## src/fca_pkg.sv

```systemverilog
package fca_pkg;
	// command codes
	localparam logic [7:0] CMD_MISC_READ    = 8'h03;
	localparam logic [7:0] CMD_ERASE        = 8'h04;
	localparam logic [7:0] CMD_SECTOR_CRC   = 8'h05;
	localparam logic [7:0] CMD_GLOBAL_CRC   = 8'h06;
	localparam logic [7:0] CMD_READ_CODE    = 8'h07;
	// misc read addresses
	localparam logic [7:0] ADR_CFG_ONE      = 8'h00;
	localparam logic [7:0] ADR_CFG_TWO      = 8'h01;
	localparam logic [7:0] ADR_BOOT_VECTOR  = 8'h02;
	localparam logic [7:0] ADR_STATUS_BYTE  = 8'h03;
	localparam logic [7:0] ADR_SEC_FIRST    = 8'h08;
	localparam logic [7:0] ADR_SEC_LAST     = 8'h0f;
	// erase selectors
	localparam logic [7:0] ERASE_PAGE       = 8'h00;
	localparam logic [7:0] ERASE_SECTOR     = 8'h01;
	// config byte one fields
	localparam int CFG1_DBL_BIT             = 7;
	localparam int CFG1_RPE_BIT             = 6;
	localparam int CFG1_BO_LSB              = 3;
	localparam int CFG1_OSC_LSB             = 0;
	localparam logic [7:0] CFG1_RESET       = 8'h6b;
	// config byte two fields
	localparam int CFG2_WDRE_BIT            = 7;
	localparam int CFG2_WATCHDOG_SAFETY_ENABLE_BIT            = 1;
	localparam logic [7:0] CFG2_RESET       = 8'h00;
	// error status bits
	localparam int ERR_OI_BIT               = 0;
	localparam int ERR_SV_BIT               = 1;
	localparam int ERR_HVE_BIT              = 2;
	localparam int ERR_VE_BIT               = 3;
	localparam logic [7:0] ERR_MASK         = 8'h0f;
	// oscillator select encodings
	localparam logic [2:0] OSC_EXT_CLK      = 3'h7;
	localparam logic [2:0] OSC_WDOG         = 3'h4;
	localparam logic [2:0] OSC_INT_RC       = 3'h3;
	localparam logic [2:0] OSC_LF_XTAL      = 3'h2;
	localparam logic [2:0] OSC_MF_XTAL      = 3'h1;
	localparam logic [2:0] OSC_HF_XTAL      = 3'h0;
	// one-hot clock source select
	localparam int SRC_EXT = 0;
	localparam int SRC_WDG = 1;
	localparam int SRC_RC  = 2;
	localparam int SRC_LF  = 3;
	localparam int SRC_MF  = 4;
	localparam int SRC_HF  = 5;
	localparam logic [5:0] SRC_RESET        = 6'h04;
	typedef enum logic [2:0] {
		FCA_LOAD1 = 3'b000,
		FCA_LOAD2 = 3'b001,
		FCA_IDLE  = 3'b011,
		FCA_BUSY  = 3'b010,
		FCA_DONE  = 3'b110
	} fca_state_t;
endpackage

```

## src/fca_cfg_decode.sv

```systemverilog
`timescale 1ns/1ps
module fca_cfg_decode
	import fca_pkg::*;
(
	// clock and reset
	input  wire logic       i_clk,
	input  wire logic       i_sys_rst,
	// latched configuration
	input  wire logic [7:0] i_cfg_one,
	input  wire logic [7:0] i_cfg_two,
	input  wire logic       i_pwr_done,
	// shared pin and watchdog
	input  wire logic       i_shared_pin,
	input  wire logic       i_wdog_timeout,
	// decoded outputs
	output logic [5:0]      o_clk_src_sel,
	output logic            o_rc_clock_doubler,
	output logic [2:0]      o_brownout_cfg,
	output logic            o_ext_reset,
	output logic            o_pin_input,
	output logic            o_wdog_reset,
	output logic            o_wdog_irq,
	output logic            o_watchdog_safety_enable
);
	logic       pin_is_reset;
	logic [5:0] next_src;

	always_comb begin
		next_src = 6'h00;
		// oscillator decode
		case (i_cfg_one[CFG1_OSC_LSB +: 3])
			OSC_EXT_CLK: next_src[SRC_EXT] = 1'b1;
			OSC_WDOG:    next_src[SRC_WDG] = 1'b1;
			OSC_INT_RC:  next_src[SRC_RC] = 1'b1;
			OSC_LF_XTAL: next_src[SRC_LF] = 1'b1;
			OSC_MF_XTAL: next_src[SRC_MF] = 1'b1;
			OSC_HF_XTAL: next_src[SRC_HF] = 1'b1;
			// reserved codes fall back to rc
			default:     next_src[SRC_RC] = 1'b1;
		endcase
	end

	// pin forced to reset during power-up
	// only power-up overrides the enable
	assign pin_is_reset = !i_pwr_done || i_cfg_one[CFG1_RPE_BIT];

	always_ff @(posedge i_clk) begin
		if (i_sys_rst) begin
			o_clk_src_sel      <= SRC_RESET;
			o_rc_clock_doubler <= 1'b0;
			o_brownout_cfg     <= 3'h0;
		end else begin
			// decode from holding latches
			o_clk_src_sel      <= next_src;
			// doubler only on rc source
			o_rc_clock_doubler <= i_cfg_one[CFG1_DBL_BIT] && next_src[SRC_RC];
			// byte one field layout
			o_brownout_cfg     <= i_cfg_one[CFG1_BO_LSB +: 3];
		end
	end

	always_ff @(posedge i_clk) begin
		if (i_sys_rst) begin
			o_ext_reset <= 1'b0;
			o_pin_input <= 1'b0;
		end else begin
			// pin function select
			o_ext_reset <= pin_is_reset && i_shared_pin;
			o_pin_input <= pin_is_reset ? 1'b0 : i_shared_pin;
		end
	end

	always_ff @(posedge i_clk) begin
		if (i_sys_rst) begin
			o_wdog_reset             <= 1'b0;
			o_wdog_irq               <= 1'b0;
			o_watchdog_safety_enable <= 1'b0;
		end else begin
			// watchdog reset or interrupt only
			o_wdog_reset             <= i_wdog_timeout && i_cfg_two[CFG2_WDRE_BIT];
			o_wdog_irq               <= i_wdog_timeout && !i_cfg_two[CFG2_WDRE_BIT];
			o_watchdog_safety_enable <= i_cfg_two[CFG2_WATCHDOG_SAFETY_ENABLE_BIT];
		end
	end

	chk_dbl_rc_only: assert property (@(posedge i_clk) disable iff (i_sys_rst)
		o_rc_clock_doubler |-> o_clk_src_sel[SRC_RC])
		else $error("doubler active without rc source");
	chk_pin_powerup: assert property (@(posedge i_clk) disable iff (i_sys_rst)
		!i_pwr_done |=> !o_pin_input)
		else $error("pin used as input during power-up");
	chk_wdog_route: assert property (@(posedge i_clk) disable iff (i_sys_rst)
		i_wdog_timeout && !i_cfg_two[CFG2_WDRE_BIT] |=> !o_wdog_reset && o_wdog_irq)
		else $error("watchdog reset while disabled");
	cov_wdog_reset: cover property (@(posedge i_clk) disable iff (i_sys_rst) o_wdog_reset);
endmodule

```

## src/fca_iap_core.sv

```systemverilog
`timescale 1ns/1ps
// Behaviour
// command 03h reads config, boot, status, security
// read returns byte, else error status
// command 04h erases page or sector
// carry set on error, cleared otherwise
// command 05h returns sector crc bytes
// command 06h returns global crc bytes
// config bytes fixed after power-up
// config byte one field layout, 6bh
// oscillator select picks clock source
// software avoids reserved oscillator codes
// reset enable picks pin function
// power-up forces pin as reset
// other resets keep pin selection
// doubler doubles internal rc clock
// config byte two watchdog bits
// watchdog reset enable gates timeout reset
// error status bit layout, upper zero
// reserved read address sets carry, error
// power-up copies config into latches
module fca_iap_core
	import fca_pkg::*;
(
	// clock and reset
	input  wire logic        i_clk,
	input  wire logic        i_sys_rst,
	// command side
	input  wire logic        i_cmd_valid,
	input  wire logic [7:0]  i_cmd_code,
	input  wire logic [7:0]  i_arg_hi,
	input  wire logic [7:0]  i_arg_lo,
	input  wire logic [7:0]  i_arg_sel,
	input  wire logic        i_key_ok,
	input  wire logic        i_irq_pending,
	output logic             o_cmd_busy,
	output logic             o_cmd_done,
	output logic             o_carry,
	output logic [7:0]       o_res_b3,
	output logic [7:0]       o_res_b2,
	output logic [7:0]       o_res_b1,
	output logic [7:0]       o_res_b0,
	output logic             o_cpu_release,
	// flash array side
	output logic             o_fl_cfg_rd,
	output logic [7:0]       o_fl_cfg_addr,
	input  wire logic [7:0]  i_fl_cfg_data,
	output logic             o_fl_req,
	output logic [7:0]       o_fl_cmd,
	output logic [15:0]      o_fl_addr,
	output logic [7:0]       o_fl_sel,
	input  wire logic        i_fl_done,
	input  wire logic [31:0] i_fl_result,
	input  wire logic [3:0]  i_fl_err,
	// pins and watchdog
	input  wire logic        i_shared_pin,
	input  wire logic        i_wdog_timeout,
	// decoded configuration
	output logic [5:0]       o_clk_src_sel,
	output logic             o_rc_clock_doubler,
	output logic [2:0]       o_brownout_cfg,
	output logic             o_ext_reset,
	output logic             o_pin_input,
	output logic             o_wdog_reset,
	output logic             o_wdog_irq,
	output logic             o_watchdog_safety_enable
);
	fca_state_t  state;
	logic [7:0]  user_config_byte_one;
	logic [7:0]  user_config_byte_two;
	logic        pwr_done;
	logic [7:0]  cmd;
	logic [7:0]  sel;
	logic        fl_end;

	function automatic logic is_reserved(input logic [7:0] a);
		is_reserved = !(a <= ADR_STATUS_BYTE || (a >= ADR_SEC_FIRST && a <= ADR_SEC_LAST));
	endfunction

	function automatic logic is_flash_cmd(input logic [7:0] c);
		is_flash_cmd = (c == CMD_ERASE || c == CMD_SECTOR_CRC ||
			c == CMD_GLOBAL_CRC || c == CMD_READ_CODE);
	endfunction

	// wait ends on done or abort, at once when no array request was issued
	assign fl_end = !o_fl_req || i_fl_done || i_irq_pending;

	always_ff @(posedge i_clk) begin
		if (i_sys_rst) begin
			state <= FCA_LOAD1;
		end else begin
			case (state)
				FCA_LOAD1: begin
					state <= FCA_LOAD2;
				end
				FCA_LOAD2: begin
					state <= FCA_IDLE;
				end
				FCA_IDLE: begin
					if (i_cmd_valid) begin
						state <= FCA_BUSY;
					end
				end
				FCA_BUSY: begin
					if (fl_end) begin
						state <= FCA_DONE;
					end
				end
				default: begin
					state <= FCA_IDLE;
				end
			endcase
		end
	end

	// copy config bytes before release
	// latches written only during load
	always_ff @(posedge i_clk) begin
		if (i_sys_rst) begin
			user_config_byte_one <= CFG1_RESET;
			user_config_byte_two <= CFG2_RESET;
			pwr_done             <= 1'b0;
		end else begin
			if (state == FCA_LOAD1) begin
				user_config_byte_one <= i_fl_cfg_data;
			end
			if (state == FCA_LOAD2) begin
				// only the two watchdog bits kept
				user_config_byte_two <= i_fl_cfg_data &
					((8'h01 << CFG2_WDRE_BIT) | (8'h01 << CFG2_WATCHDOG_SAFETY_ENABLE_BIT));
				pwr_done <= 1'b1;
			end
		end
	end

	always_ff @(posedge i_clk) begin
		if (i_sys_rst) begin
			o_fl_cfg_rd   <= 1'b1;
			o_fl_cfg_addr <= ADR_CFG_ONE;
		end else if (state == FCA_LOAD1) begin
			o_fl_cfg_addr <= ADR_CFG_TWO;
		end else if (state == FCA_IDLE && i_cmd_valid && i_cmd_code == CMD_MISC_READ) begin
			o_fl_cfg_rd   <= 1'b1;
			o_fl_cfg_addr <= i_arg_sel;
		end else begin
			o_fl_cfg_rd   <= 1'b0;
		end
	end

	always_ff @(posedge i_clk) begin
		if (i_sys_rst) begin
			cmd <= 8'h00;
			sel <= 8'h00;
		end else if (state == FCA_IDLE && i_cmd_valid) begin
			cmd <= i_cmd_code;
			sel <= i_arg_sel;
		end
	end

	// erase and crc requests go to the array
	always_ff @(posedge i_clk) begin
		if (i_sys_rst) begin
			o_fl_req  <= 1'b0;
			o_fl_cmd  <= 8'h00;
			o_fl_addr <= 16'h0000;
			o_fl_sel  <= 8'h00;
		end else if (state == FCA_IDLE && i_cmd_valid) begin
			o_fl_req  <= is_flash_cmd(i_cmd_code) &&
				(i_cmd_code != CMD_ERASE ||
				(i_key_ok && i_arg_sel <= ERASE_SECTOR));
			o_fl_cmd  <= i_cmd_code;
			o_fl_addr <= {i_arg_hi, i_arg_lo};
			o_fl_sel  <= i_arg_sel;
		end else if (state != FCA_BUSY || i_fl_done || i_irq_pending) begin
			o_fl_req  <= 1'b0;
		end
	end

	always_ff @(posedge i_clk) begin
		if (i_sys_rst) begin
			o_cmd_busy <= 1'b0;
			o_cmd_done <= 1'b0;
		end else begin
			o_cmd_busy <= (state == FCA_IDLE && i_cmd_valid) ||
				(state == FCA_BUSY && !fl_end);
			o_cmd_done <= state == FCA_BUSY && fl_end;
		end
	end

	always_ff @(posedge i_clk) begin
		if (i_sys_rst) begin
			o_carry  <= 1'b0;
			o_res_b3 <= 8'h00;
			o_res_b2 <= 8'h00;
			o_res_b1 <= 8'h00;
			o_res_b0 <= 8'h00;
		end else if (state == FCA_BUSY) begin
			if (cmd == CMD_MISC_READ) begin
				// reserved address flags security error
				// byte or error status in result
				if (is_reserved(sel)) begin
					o_carry  <= 1'b1;
					o_res_b0 <= 8'h01 << ERR_SV_BIT;
				end else begin
					o_carry <= 1'b0;
					// config bytes from latches, rest from flash
					if (sel == ADR_CFG_ONE) begin
						o_res_b0 <= user_config_byte_one;
					end else if (sel == ADR_CFG_TWO) begin
						o_res_b0 <= user_config_byte_two;
					end else begin
						o_res_b0 <= i_fl_cfg_data;
					end
				end
			end else if (cmd == CMD_ERASE && !o_fl_req) begin
				o_carry  <= 1'b1;
				o_res_b0 <= 8'h01 << ERR_SV_BIT;
			end else if (o_fl_req && i_irq_pending && !i_fl_done) begin
				// interrupted operation status
				o_carry  <= 1'b1;
				o_res_b0 <= 8'h01 << ERR_OI_BIT;
			end else if (o_fl_req && i_fl_done) begin
				// carry from error flags
				o_carry <= |i_fl_err;
				// crc bytes, status replaces low byte
				o_res_b3 <= i_fl_result[31:24];
				o_res_b2 <= i_fl_result[23:16];
				o_res_b1 <= i_fl_result[15:8];
				o_res_b0 <= (|i_fl_err) ? ({4'h0, i_fl_err} & ERR_MASK) : i_fl_result[7:0];
			end else if (!is_flash_cmd(cmd)) begin
				o_carry <= 1'b0;
			end
		end
	end

	always_ff @(posedge i_clk) begin
		if (i_sys_rst) begin
			o_cpu_release <= 1'b0;
		end else begin
			o_cpu_release <= pwr_done;
		end
	end

	fca_cfg_decode u_decode (
		.i_clk                    (i_clk),
		.i_sys_rst                (i_sys_rst),
		.i_cfg_one                (user_config_byte_one),
		.i_cfg_two                (user_config_byte_two),
		.i_pwr_done               (pwr_done),
		.i_shared_pin             (i_shared_pin),
		.i_wdog_timeout           (i_wdog_timeout),
		.o_clk_src_sel            (o_clk_src_sel),
		.o_rc_clock_doubler       (o_rc_clock_doubler),
		.o_brownout_cfg           (o_brownout_cfg),
		.o_ext_reset              (o_ext_reset),
		.o_pin_input              (o_pin_input),
		.o_wdog_reset             (o_wdog_reset),
		.o_wdog_irq               (o_wdog_irq),
		.o_watchdog_safety_enable (o_watchdog_safety_enable)
	);

	chk_reserved_read: assert property (@(posedge i_clk) disable iff (i_sys_rst)
		state == FCA_BUSY && cmd == CMD_MISC_READ && is_reserved(sel)
		|=> o_carry && o_res_b0 != 8'h00 && o_cmd_done)
		else $error("reserved read did not flag error");
	chk_read_latch: assert property (@(posedge i_clk) disable iff (i_sys_rst)
		state == FCA_BUSY && cmd == CMD_MISC_READ && sel == ADR_CFG_ONE
		|=> !o_carry && o_res_b0 == user_config_byte_one)
		else $error("config read returned wrong byte");
	chk_cfg_frozen: assert property (@(posedge i_clk) disable iff (i_sys_rst)
		pwr_done && $past(pwr_done) |-> $stable(user_config_byte_one))
		else $error("config latch changed after power-up");
	chk_erase_nokey: assert property (@(posedge i_clk) disable iff (i_sys_rst)
		state == FCA_IDLE && i_cmd_valid && i_cmd_code == CMD_ERASE && !i_key_ok
		|=> !o_fl_req ##1 o_carry)
		else $error("erase started without key");
	chk_erase_badsel: assert property (@(posedge i_clk) disable iff (i_sys_rst)
		state == FCA_IDLE && i_cmd_valid && i_cmd_code == CMD_ERASE && i_arg_sel > ERASE_SECTOR
		|=> !o_fl_req ##1 o_carry && o_res_b0 == (8'h01 << ERR_SV_BIT))
		else $error("erase with bad selector started");
	chk_crc_status: assert property (@(posedge i_clk) disable iff (i_sys_rst)
		state == FCA_BUSY && cmd == CMD_SECTOR_CRC && i_fl_done && |i_fl_err
		|=> o_carry && o_res_b0[7:4] == 4'h0)
		else $error("crc error status wrong");
	chk_crc_ok: assert property (@(posedge i_clk) disable iff (i_sys_rst)
		state == FCA_BUSY && cmd == CMD_GLOBAL_CRC && i_fl_done && i_fl_err == 4'h0
		|=> !o_carry && o_res_b3 == $past(i_fl_result[31:24]))
		else $error("global crc result wrong");
	chk_irq_abort: assert property (@(posedge i_clk) disable iff (i_sys_rst)
		state == FCA_BUSY && o_fl_req && i_irq_pending && !i_fl_done
		|=> o_carry && o_res_b0[ERR_OI_BIT])
		else $error("interrupted op not flagged");
	chk_done_pulse: assert property (@(posedge i_clk) disable iff (i_sys_rst)
		o_cmd_done |=> !o_cmd_done && !o_cmd_busy)
		else $error("done held longer than one cycle");
	chk_cpu_hold: assert property (@(posedge i_clk) disable iff (i_sys_rst)
		$rose(o_cpu_release) |-> $past(pwr_done))
		else $error("cpu released before config loaded");
	cov_irq_abort: cover property (@(posedge i_clk) disable iff (i_sys_rst)
		o_cmd_done && o_carry && o_res_b0[ERR_OI_BIT]);
	cov_misc_read: cover property (@(posedge i_clk) disable iff (i_sys_rst)
		o_cmd_done && cmd == CMD_MISC_READ && !o_carry);
	cov_erase: cover property (@(posedge i_clk) disable iff (i_sys_rst)
		o_cmd_done && cmd == CMD_ERASE);
	cov_crc_err: cover property (@(posedge i_clk) disable iff (i_sys_rst)
		o_cmd_done && cmd == CMD_SECTOR_CRC && o_carry);
endmodule

```

## config.mk

```make
export PLATFORM = sky130hd
export DESIGN_NAME = fca_iap_core
export DESIGN_NICKNAME = d
export VERILOG_FILES = /design/src/fca_pkg.sv /design/src/fca_cfg_decode.sv /design/src/fca_iap_core.sv
export SDC_FILE = /design/constraint.sdc
export NUM_CORES = 1
export LEC_CHECK = 0
export BUFFER_PORTS_ARGS = -buffer_cell sky130_fd_sc_hd__clkbuf_2
export CAP_MARGIN = 20
export CORE_UTILIZATION = 30
export DETAILED_ROUTE_END_ITERATION = 8
export GPL_TIMING_DRIVEN = 0
export PLACE_DENSITY = 0.56
export SLEW_MARGIN = 20
export SYNTH_ARGS = -nofsm -noshare
export SYNTH_HDL_FRONTEND = slang
export SYNTH_HIERARCHICAL = 1
export SYNTH_SLANG_ARGS = --single-unit
```

## constraint.sdc

```tcl
create_clock -name i_clk -period 2.3 [get_ports i_clk]
set_input_delay 0.46 -clock i_clk [delete_from_list [all_inputs] [get_ports i_clk]]
set_output_delay 0.46 -clock i_clk [all_outputs]
set_load 0.005 [all_outputs]
```

==> After elaboration in Yosys (flattened, before gate mapping) <==
Cells that the tools add are included.
{ "classes": {"order_cmp": 4, "n_eq_ne": 23, "muxes": 28, "bitwise": 3, "reduce_logical": 48} }
{ "ops": {"columns": ["op", "n"], "rows": [
  ["$eq 8x3->1 const B", 8],
  ["$mux 8", 8],
  ["$mux 1", 17],
  ["$eq 8x2->1 const B", 2],
  ["$logic_and 1x1->1", 15],
  ["$logic_or 1x1->1", 14],
  ["$eq 3x2->1 const B", 3],
  ["$pmux 3 s3", 1],
  ["$eq 8x1->1 const B", 1],
  ["$ge 8x4->1 const B", 1],
  ["$le 8x1->1 const B", 1],
  ["$le 8x2->1 const B", 1],
  ["$le 8x4->1 const B", 1],
  ["$logic_not 8->1", 1],
  ["$ne 8x3->1 const B", 1],
  ["$eq 3x1->1 const B", 2],
  ["$eq 3x3->1 const B", 2],
  ["$logic_not 3->1", 2],
  ["$mux 3", 2],
  ["$reduce_and 2->1", 3],
  ["$logic_not 1->1", 5],
  ["$ne 5x5->1 const B", 1],
  ["$reduce_and 5->1", 1],
  ["$reduce_or 5->1", 1],
  ["other kinds (7)", 12]
]} }
{ "totals": {"register_bits": 107, "input_bits": 84, "out_inout_bits": 93, "word_cells": 133} }

==> Longest topological paths before layout <==
Gate-level depths: netlist of the first run.
{ "depth": {"word_depth": 9, "mapped_depth": 7, "depth_no_buf": 5} }

==> Cells and area by module <==
Netlist of the first run, hierarchy kept.
{ "modules_own_cells": {"columns": ["module", "n_inst", "cells_per_inst", "area_each_um2", "seq_area_each_um2"], "rows": [
  ["fca_iap_core", 1, 449, 3646.0, 1841.8],
  ["fca_cfg_decode", 1, 40, 475.5, 300.3]
]} }

==> Least setup slack after synthesis of the first run <==
No wires, ideal clock.
{ "synth_timing": {"path_type": "reg-to-reg", "start": "reg, netlist name o_fl_cmd[3]", "end": "reg o_res_b1[7]", "setup_ps": 132, "t_arrival_ps": 1871, "required_ps": 2168, "slack_ps": 296, "path_stages_with_launch": 8, "path_buffers": 2, "period_less_slack_ps": 2004, "cell_sequence": "dfxtp_1 or4_4 or3_1 buf_2 nor3b_1 clkbuf_1 nand2_1 a21oi_1"} }
{ "synth_rtl": {"columns": ["element", "line", "source"], "rows": [
  ["end signal: assignment", "fca_iap_core.sv:228", "o_res_b1 <= i_fl_result[15:8];"],
  ["end: declaration", "fca_iap_core.sv:41", "output logic [7:0] o_res_b1,"]
]} }

==> Worst setup path after layout of the first run <==
{ "layout_timing": {"start": "reg o_fl_req", "end": "reg o_carry"} }
{ "layout_via": {"elab_chain_cells": 5, "elab_cells_between_ends": 11, "classes_between": "1 x eq/ne; 4 x mux; 6 x reduce/logical"} }
{ "layout_lines": {"columns": ["element", "line", "source"], "rows": [
  ["start: declaration", "fca_iap_core.sv:48", "output logic o_fl_req,"],
  ["start signal: assignment", "fca_iap_core.sv:168", "o_fl_req <= is_flash_cmd(i_cmd_code) &&"],
  ["$logic_and 1x1->1 (on tied branches)", "fca_iap_core.sv:222, fca_iap_core.sv:218", null],
  ["$mux 1 or $logic_and 1x1->1 (tied branches)", "fca_iap_core.sv:222, fca_iap_core.sv:218", null],
  ["$mux 1", "fca_iap_core.sv:218", "end else if (o_fl_req && i_irq_pending && !i_fl_done) begin"],
  ["$mux 1", "fca_iap_core.sv:215", "end else if (cmd == CMD_ERASE && !o_fl_req) begin"],
  ["$mux 1", "fca_iap_core.sv:198", "if (cmd == CMD_MISC_READ) begin"],
  ["end signal: assignment", "fca_iap_core.sv:224", "o_carry <= |i_fl_err;"],
  ["end: declaration", "fca_iap_core.sv:38", "output logic o_carry,"]
]} }
Parallel ways exist; a longest one is shown, timed or not.
A chain may end at the register's enable or synchronous reset.

==> flow_summary.json, run 1 <==
{
  "r2r_cells": 5,
  "powerDensity_nw_per_um2": 714,
  "root_buffer": "clkbuf_16",
  "critPathMaxStageDelay_ps": 570,
  "setup_tns_ps": 0,
  "grt_max_degree": 16,
  "ys_warn_count": 6,
  "clk_latency_ps": 340,
  "drtPass1Iterations": 4,
  "die_area_um2": 14200,
  "path_max_fanout": 10,
  "rows": 42,
  "dieWidth_um": 119,
  "grt_antenna_before_repair": 0,
  "hp-start": "i_arg_lo[1]",
  "die_h_um": 119,
  "multi_input_area_um2": 1840,
  "grtUsageTotal_pct": 17.4,
  "overflow": 0,
  "vdd_ir_drop_max_mv": 0.328,
  "gp_congestion": 0.803,
  "timing.rr.end": "o_carry",
  "critPathLaunchType": "flop",
  "worstMarginPinSlew_ps": 1000,
  "clkPwrFrac_pct": 40.5,
  "p_leak_nw": 2.33,
  "max_freq_ghz": 0.455,
  "p_sw_share_pct": 23.7,
  "drt-vias-per-instance": 4.80,
  "fin_util_pct": 41.7,
  "filler_cell_count": 1374,
  "worstPathRequired_ps": 2570,
  "port_buffers": 176,
  "ant_nets": 0,
  "comb_power_share_pct": 10.2,
  "cts_max_path_buffers": 2,
  "dr.first_iter.drc_count": 142,
  "grt_pass1_vias": 3981,
  "wl_per_cell_um": 14.3,
  "p_int_mw": 3.02,
  "h-tree-depth": 3,
  "grt_pass1_wl_um": 19500,
  "critPathKind": "reg -> reg",
  "dpl.hpwl_um": 9410,
  "cap_violations": 0,
  "seqPwrFrac_pct": 49.3,
  "fin_crit_ps": 2200,
  "layout-drive-gt1-share_pct": 30.4,
  "hold_ws_ps": 334,
  "worst_clock_skew_ps": 4.15,
  "cts_tree": "yes",
  "hp-class": "in -> reg",
  "regArea_um2": 2140,
  "path_cells": "or4b_4 > a211oi_4 > o21ai_2 > or3_1 > a21oi_1",
  "antennaDiodeCount": 0,
  "remaining_drc_errors": 0,
  "coreArea_um2": 13300,
  "syn2layout_area_growth_pct": 34.7,
  "clock-sinks": 107,
  "nets": 759,
  "cts_buffers": 9,
  "worst_slew_margin_rel_pct": 32.6,
  "post_cts_buffers": 0,
  "avgSynthCellArea_um2": 8.44,
  "crit_path_end_kind": "flop",
  "min_path_cells": 3,
  "r2r_start": "o_fl_req",
  "finalSetupViolCount": 0,
  "vias": 4111,
  "synthesis.nets": 572,
  "finalCritPeriodShare_pct": 95.6,
  "critPathArrivalTime_ps": 2470,
  "slowest_stage": "or4b_4",
  "pin_count": 177,
  "p_switching_mw": 0.939,
  "outcome": "finished, final reports clean",
  "syn-cell-area_um2": 4120,
  "ff2ff_setup_slack_ps": 100,
  "holdPathEnd": "o_fl_addr[1]",
  "clkSlewWorstSetupHoldPaths_ps": 70,
  "syn_inst": 488,
  "start_util_pct": 31.0,
  "rsz0062_at_grt": "no",
  "wirelength_um": 12300,
  "hold_viol": 0,
  "maxSlewViolCount": 0
}
-- layout make-up --
| cell class | instances | share of cell area (%) |
|---|---|---|
| plain buffers | 30 | 2.37 |
| clock buffers | 15 | 5.01 |
| clock inverters | 1 | 0.541 |
| inverters | 7 | 0.474 |
| multi-input cells | 344 | 33.2 |
| flip-flops and latches | 107 | 38.6 |
| well taps | 176 | 3.97 |
| repair buffers | 176 | 15.9 |
-- per-stage QoR --
step	total power [mW]	area, µm²	setup WS, ps	instances
2_1_floorplan	2.20	4120	296	488
3_3_place_gp	2.39	5220	18.6	840
3_5_place_dp	2.40	5220	2.16	840
4_1_cts	4.00	5540	71.8	856
5_1_grt	4.12	5550	0.298	856
6_report	3.96	5550	101	856
-- critical path: cells and delay by family, from the launching register on --
kind	cells	cell delay (ps)
DFF	1	380
AOI/OAI and AO/OA	3	770
and+or+nand+nor	2	980
-- power by group through the flow --
| stage | sequential [mW] | clock, mW | combinational [mW] |
|---|---|---|---|
| after floorplan | 1.99 | 0 | 0.209 |
| after global placement | 1.99 | 0 | 0.395 |
| after detailed placement | 2.00 | 0 | 0.401 |
| after CTS | 1.95 | 1.64 | 0.405 |
| after global routing | 1.96 | 1.71 | 0.451 |
| final | 1.95 | 1.60 | 0.405 |
-- state kept, by name, indices dropped and copies added (netlist names), 2 cells and up --
signal and flops:
o_fl_addr 16, o_fl_cfg_addr 8, o_fl_cmd 8, o_fl_sel 8, o_res_b0 8, o_res_b1 8, o_res_b2 8, o_res_b3 8
user_config_byte_one 8, u_decode/o_clk_src_sel 6, state 3, u_decode/o_brownout_cfg 3, user_config_byte_two 2
-- worst max path at each step --
stage / startpoint / cells past startpoint / to
finish: o_fl_req / 5 / o_carry
global route: o_fl_cmd[3] / 7 / o_res_b1[6]
CTS: o_fl_cmd[3] / 7 / o_res_b1[6]
detailed placement: o_fl_sel[7] / 5 / o_res_b0[6]
global placement: o_fl_cmd[2] / 7 / o_res_b1[7]
floorplan: o_fl_cmd[3] / 7 / o_res_b1[7]
-- cells in the final DEF, fill, tap and decap left out, types with 2 or more instances in the layout --
| master | instances |
|---|---|
| clkbuf_2 | 177 |
| nand2_1 | 134 |
| dfxtp_1 | 107 |
| a21oi_1 | 67 |
| clkbuf_1 | 25 |
| nor2_1 | 24 |
| a211oi_1 | 12 |
| mux2i_1 | 11 |
| nor3_1 | 11 |
| nand3b_1 | 9 |
| clkbuf_16 | 9 |
| nor2b_1 | 8 |
| inv_1 | 7 |
| o21ai_0 | 7 |
| nor3b_1 | 6 |
| nand4b_1 | 6 |
| nor4_1 | 5 |
| buf_2 | 5 |
| or3_1 | 4 |
| nand2b_1 | 4 |
| nor4b_1 | 4 |
| and3_1 | 3 |
| a31oi_1 | 3 |
| clkbuf_8 | 3 |
| or4_1 | 2 |
| nand3_1 | 2 |
| o21a_1 | 2 |
| o211ai_1 | 2 |
| o21ai_1 | 2 |
-- layer usage --
layer	vias up	track usage, %	wire length, µm
li1	2044	-	-
met1	1902	21.5	5460
met3	18	4.93	962
met5	-	0	0
met2	147	28.3	5560
met4	0	6.96	270
-- what timing repair did --
action,in CTS,in global routing
setup endpoints to repair,12,20
gates resized for setup,2,5
hold buffers,0,0
hold endpoints to repair,0,0
cloned,0,0
No activity file was read; power rests on OpenSTA's default activity.
==> run 2: changes to the inputs <==
--- a/config.mk
+++ b/config.mk
@@ -11,5 +11,6 @@
 export DETAILED_ROUTE_END_ITERATION = 8
 export GPL_TIMING_DRIVEN = 0
-export PLACE_DENSITY = 0.56
+export MAX_ROUTING_LAYER = met4
+export PLACE_DENSITY_LB_ADDON = 0.05
 export SLEW_MARGIN = 20
 export SYNTH_ARGS = -nofsm -noshare
==> constraint.sdc (replaced) <==
create_clock -name i_clk -period 2.3 [get_ports i_clk]
set_input_delay 0.345 -clock i_clk [delete_from_list [all_inputs] [get_ports i_clk]]
set_output_delay 0.345 -clock i_clk [all_outputs]
set_load 0.005 [all_outputs]
==> flow_summary.json, run 2 (same netlist as run 1, synthesis figures left out) <==
{
  "cap_violations": 0,
  "dieWidth_um": 119,
  "multi_input_area_um2": 1840,
  "antennaDiodeCount": 0,
  "grtUsageTotal_pct": 18.1,
  "critPathLaunchType": "flop",
  "fin_area_um2": 5570,
  "grt_max_degree": 17,
  "path_max_fanout": 10,
  "grt_pass1_vias": 3763,
  "p_leak_nw": 2.34,
  "dpl.cell_count": 840,
  "hp-start": "i_fl_result[19]",
  "outcome": "finished, final reports clean",
  "hold_ws_ps": 215,
  "die_area_um2": 14200,
  "ant_nets": 0,
  "max_freq_ghz": 0.465,
  "port_buffers": 176,
  "cts_tree": "yes",
  "finalSetupViolCount": 0,
  "overflow": 0,
  "start_util_pct": 31.0,
  "rsz0062_at_grt": "no",
  "hold_viol": 0,
  "layout-drive-gt1-share_pct": 30.7,
  "die_h_um": 119,
  "vdd_ir_drop_max_mv": 0.377,
  "worst_slew_margin_rel_pct": 33.6,
  "dpl.hpwl_um": 9340,
  "dpl-instance-area_um2": 5220,
  "powerDensity_nw_per_um2": 728,
  "timing.rr.end": "o_res_b3[4]",
  "finalCritPeriodShare_pct": 93.6,
  "final_cell_mix": "178 x clkbuf_2, 134 x nand2_1, 107 x dfxtp_1",
  "cts_buffers": 9,
  "r2r_start": "o_fl_cmd[3]",
  "wl_per_cell_um": 14.2,
  "setup_tns_ps": 0,
  "r2r_cells": 7,
  "grt_pass1_wl_um": 19500,
  "nets": 759,
  "h-tree-depth": 3,
  "wirelength_um": 12200,
  "path_cells": "or4_4 > or3_1 > buf_2 > nor3b_2 > clkbuf_2 > nand2_1 > a21oi_1",
  "vias": 3997,
  "rows": 42,
  "critPathArrivalTime_ps": 2370,
  "worst_clock_skew_ps": 8.71,
  "worstPathRequired_ps": 2510,
  "hp-class": "in -> reg",
  "grt_antenna_before_repair": 0,
  "holdPathEnd": "o_res_b2[3]",
  "worstMarginPinSlew_ps": 989,
  "remaining_drc_errors": 0,
  "drtPass1Iterations": 4,
  "min_path_cells": 3,
  "regMostFlops": "o_fl_addr",
  "regArea_um2": 2140,
  "dr.first_iter.drc_count": 213,
  "root_buffer": "clkbuf_16",
  "holdBufCountCts": 0,
  "crit_path_end_kind": "flop",
  "fin_crit_ps": 2150,
  "syn2layout_area_growth_pct": 35.2,
  "drt-vias-per-instance": 4.67,
  "finalNonFillerCells": 856,
  "pin_count": 177,
  "critPathMaxStageDelay_ps": 570,
  "filler_cell_count": 1399,
  "clk_latency_ps": 350,
  "critPathKind": "reg -> reg",
  "clkSlewWorstSetupHoldPaths_ps": 70,
  "largest_reg_flops": 16,
  "maxSlewViolCount": 0,
  "slowest_stage": "or4_4",
  "final_common_cell": "clkbuf_2",
  "ff2ff_setup_slack_ps": 150,
  "coreArea_um2": 13300,
  "cts_max_path_buffers": 2,
  "clock-sinks": 107,
  "gp_congestion": 0.783
}
[run 2: changes by cell type in the layout (fill, tap and decap cells not counted), sizes merged]
cell / previous run / this run
buf: 7 / 6
bufinv: 1 / 2
clkbuf: 214 / 212
clkinvlp: 0 / 1
clkinv: 0 / 1
[run 2: final cells by class]
class,instances,area share (%)
Clock inverter,4,1.30
Sequential cell,107,38.5
Inverter,7,0.472
Timing Repair Buffer,176,15.8
Buffer,30,2.36
Clock buffer,12,4.61
Multi-Input combinational cell,344,33.0
Tap cell,176,3.95
[run 2: critical path: cells and delay by family, from the launching register on]
kind	cells	cell delay, ps
AOI/OAI and AO/OA	1	60
and+or+nand+nor	4	1250
DFF	1	320
buffers and inverters	2	390
[run 2: repair_timing]
action | 4_1_cts | 5_1_grt
endpoints found under the hold margin | 0 | 0
setup buffers | 0 | 0
endpoints found under the setup margin | 0 | 29
gates resized for setup | 0 | 6
[run 2: how the worst max path moves through the flow]
stage | slack, ps | startpoint | end
final | 150 | o_fl_cmd[3] | o_res_b3[4]
after floorplan | 300 | o_fl_cmd[3] | o_res_b1[7]
after global routing | 5 | o_fl_req | o_carry
after detailed placement | 3 | o_fl_sel[7] | o_res_b0[5]
after global placement | 40 | o_fl_cmd[2] | o_res_b3[7]
after CTS | 10 | state[1] | o_res_b2[7]
[run 2: metrics by stage]
stage | total power [mW] | setup WS (ps) | utilization, %
finish | 4.05 | 147 | 41.9
global route | 4.24 | 4.96 | 41.9
CTS | 4.10 | 13.8 | 41.8
detailed placement | 2.40 | 2.84 | 39.3
global placement | 2.39 | 41.3 | 39.3
floorplan | 2.20 | 296 | -
[run 2: layer usage]
| layer | global-route usage, % | vias to the layer above | routed length (µm) |
|---|---|---|---|
| met1 | 23.7 | 1832 | 5880 |
| met4 | 7.36 | 0 | 194 |
| met2 | 27.8 | 117 | 5510 |
| met5 | - | - | 0 |
| li1 | - | 2037 | - |
| met3 | 3.07 | 11 | 567 |
[run 2: power by group]
part           internal (mW)  switching [mW]  total, mW
sequential              1.91          0.0403       1.95
combinational          0.174           0.227      0.401
clock                   1.01           0.687       1.70
total                   3.10           0.955       4.05
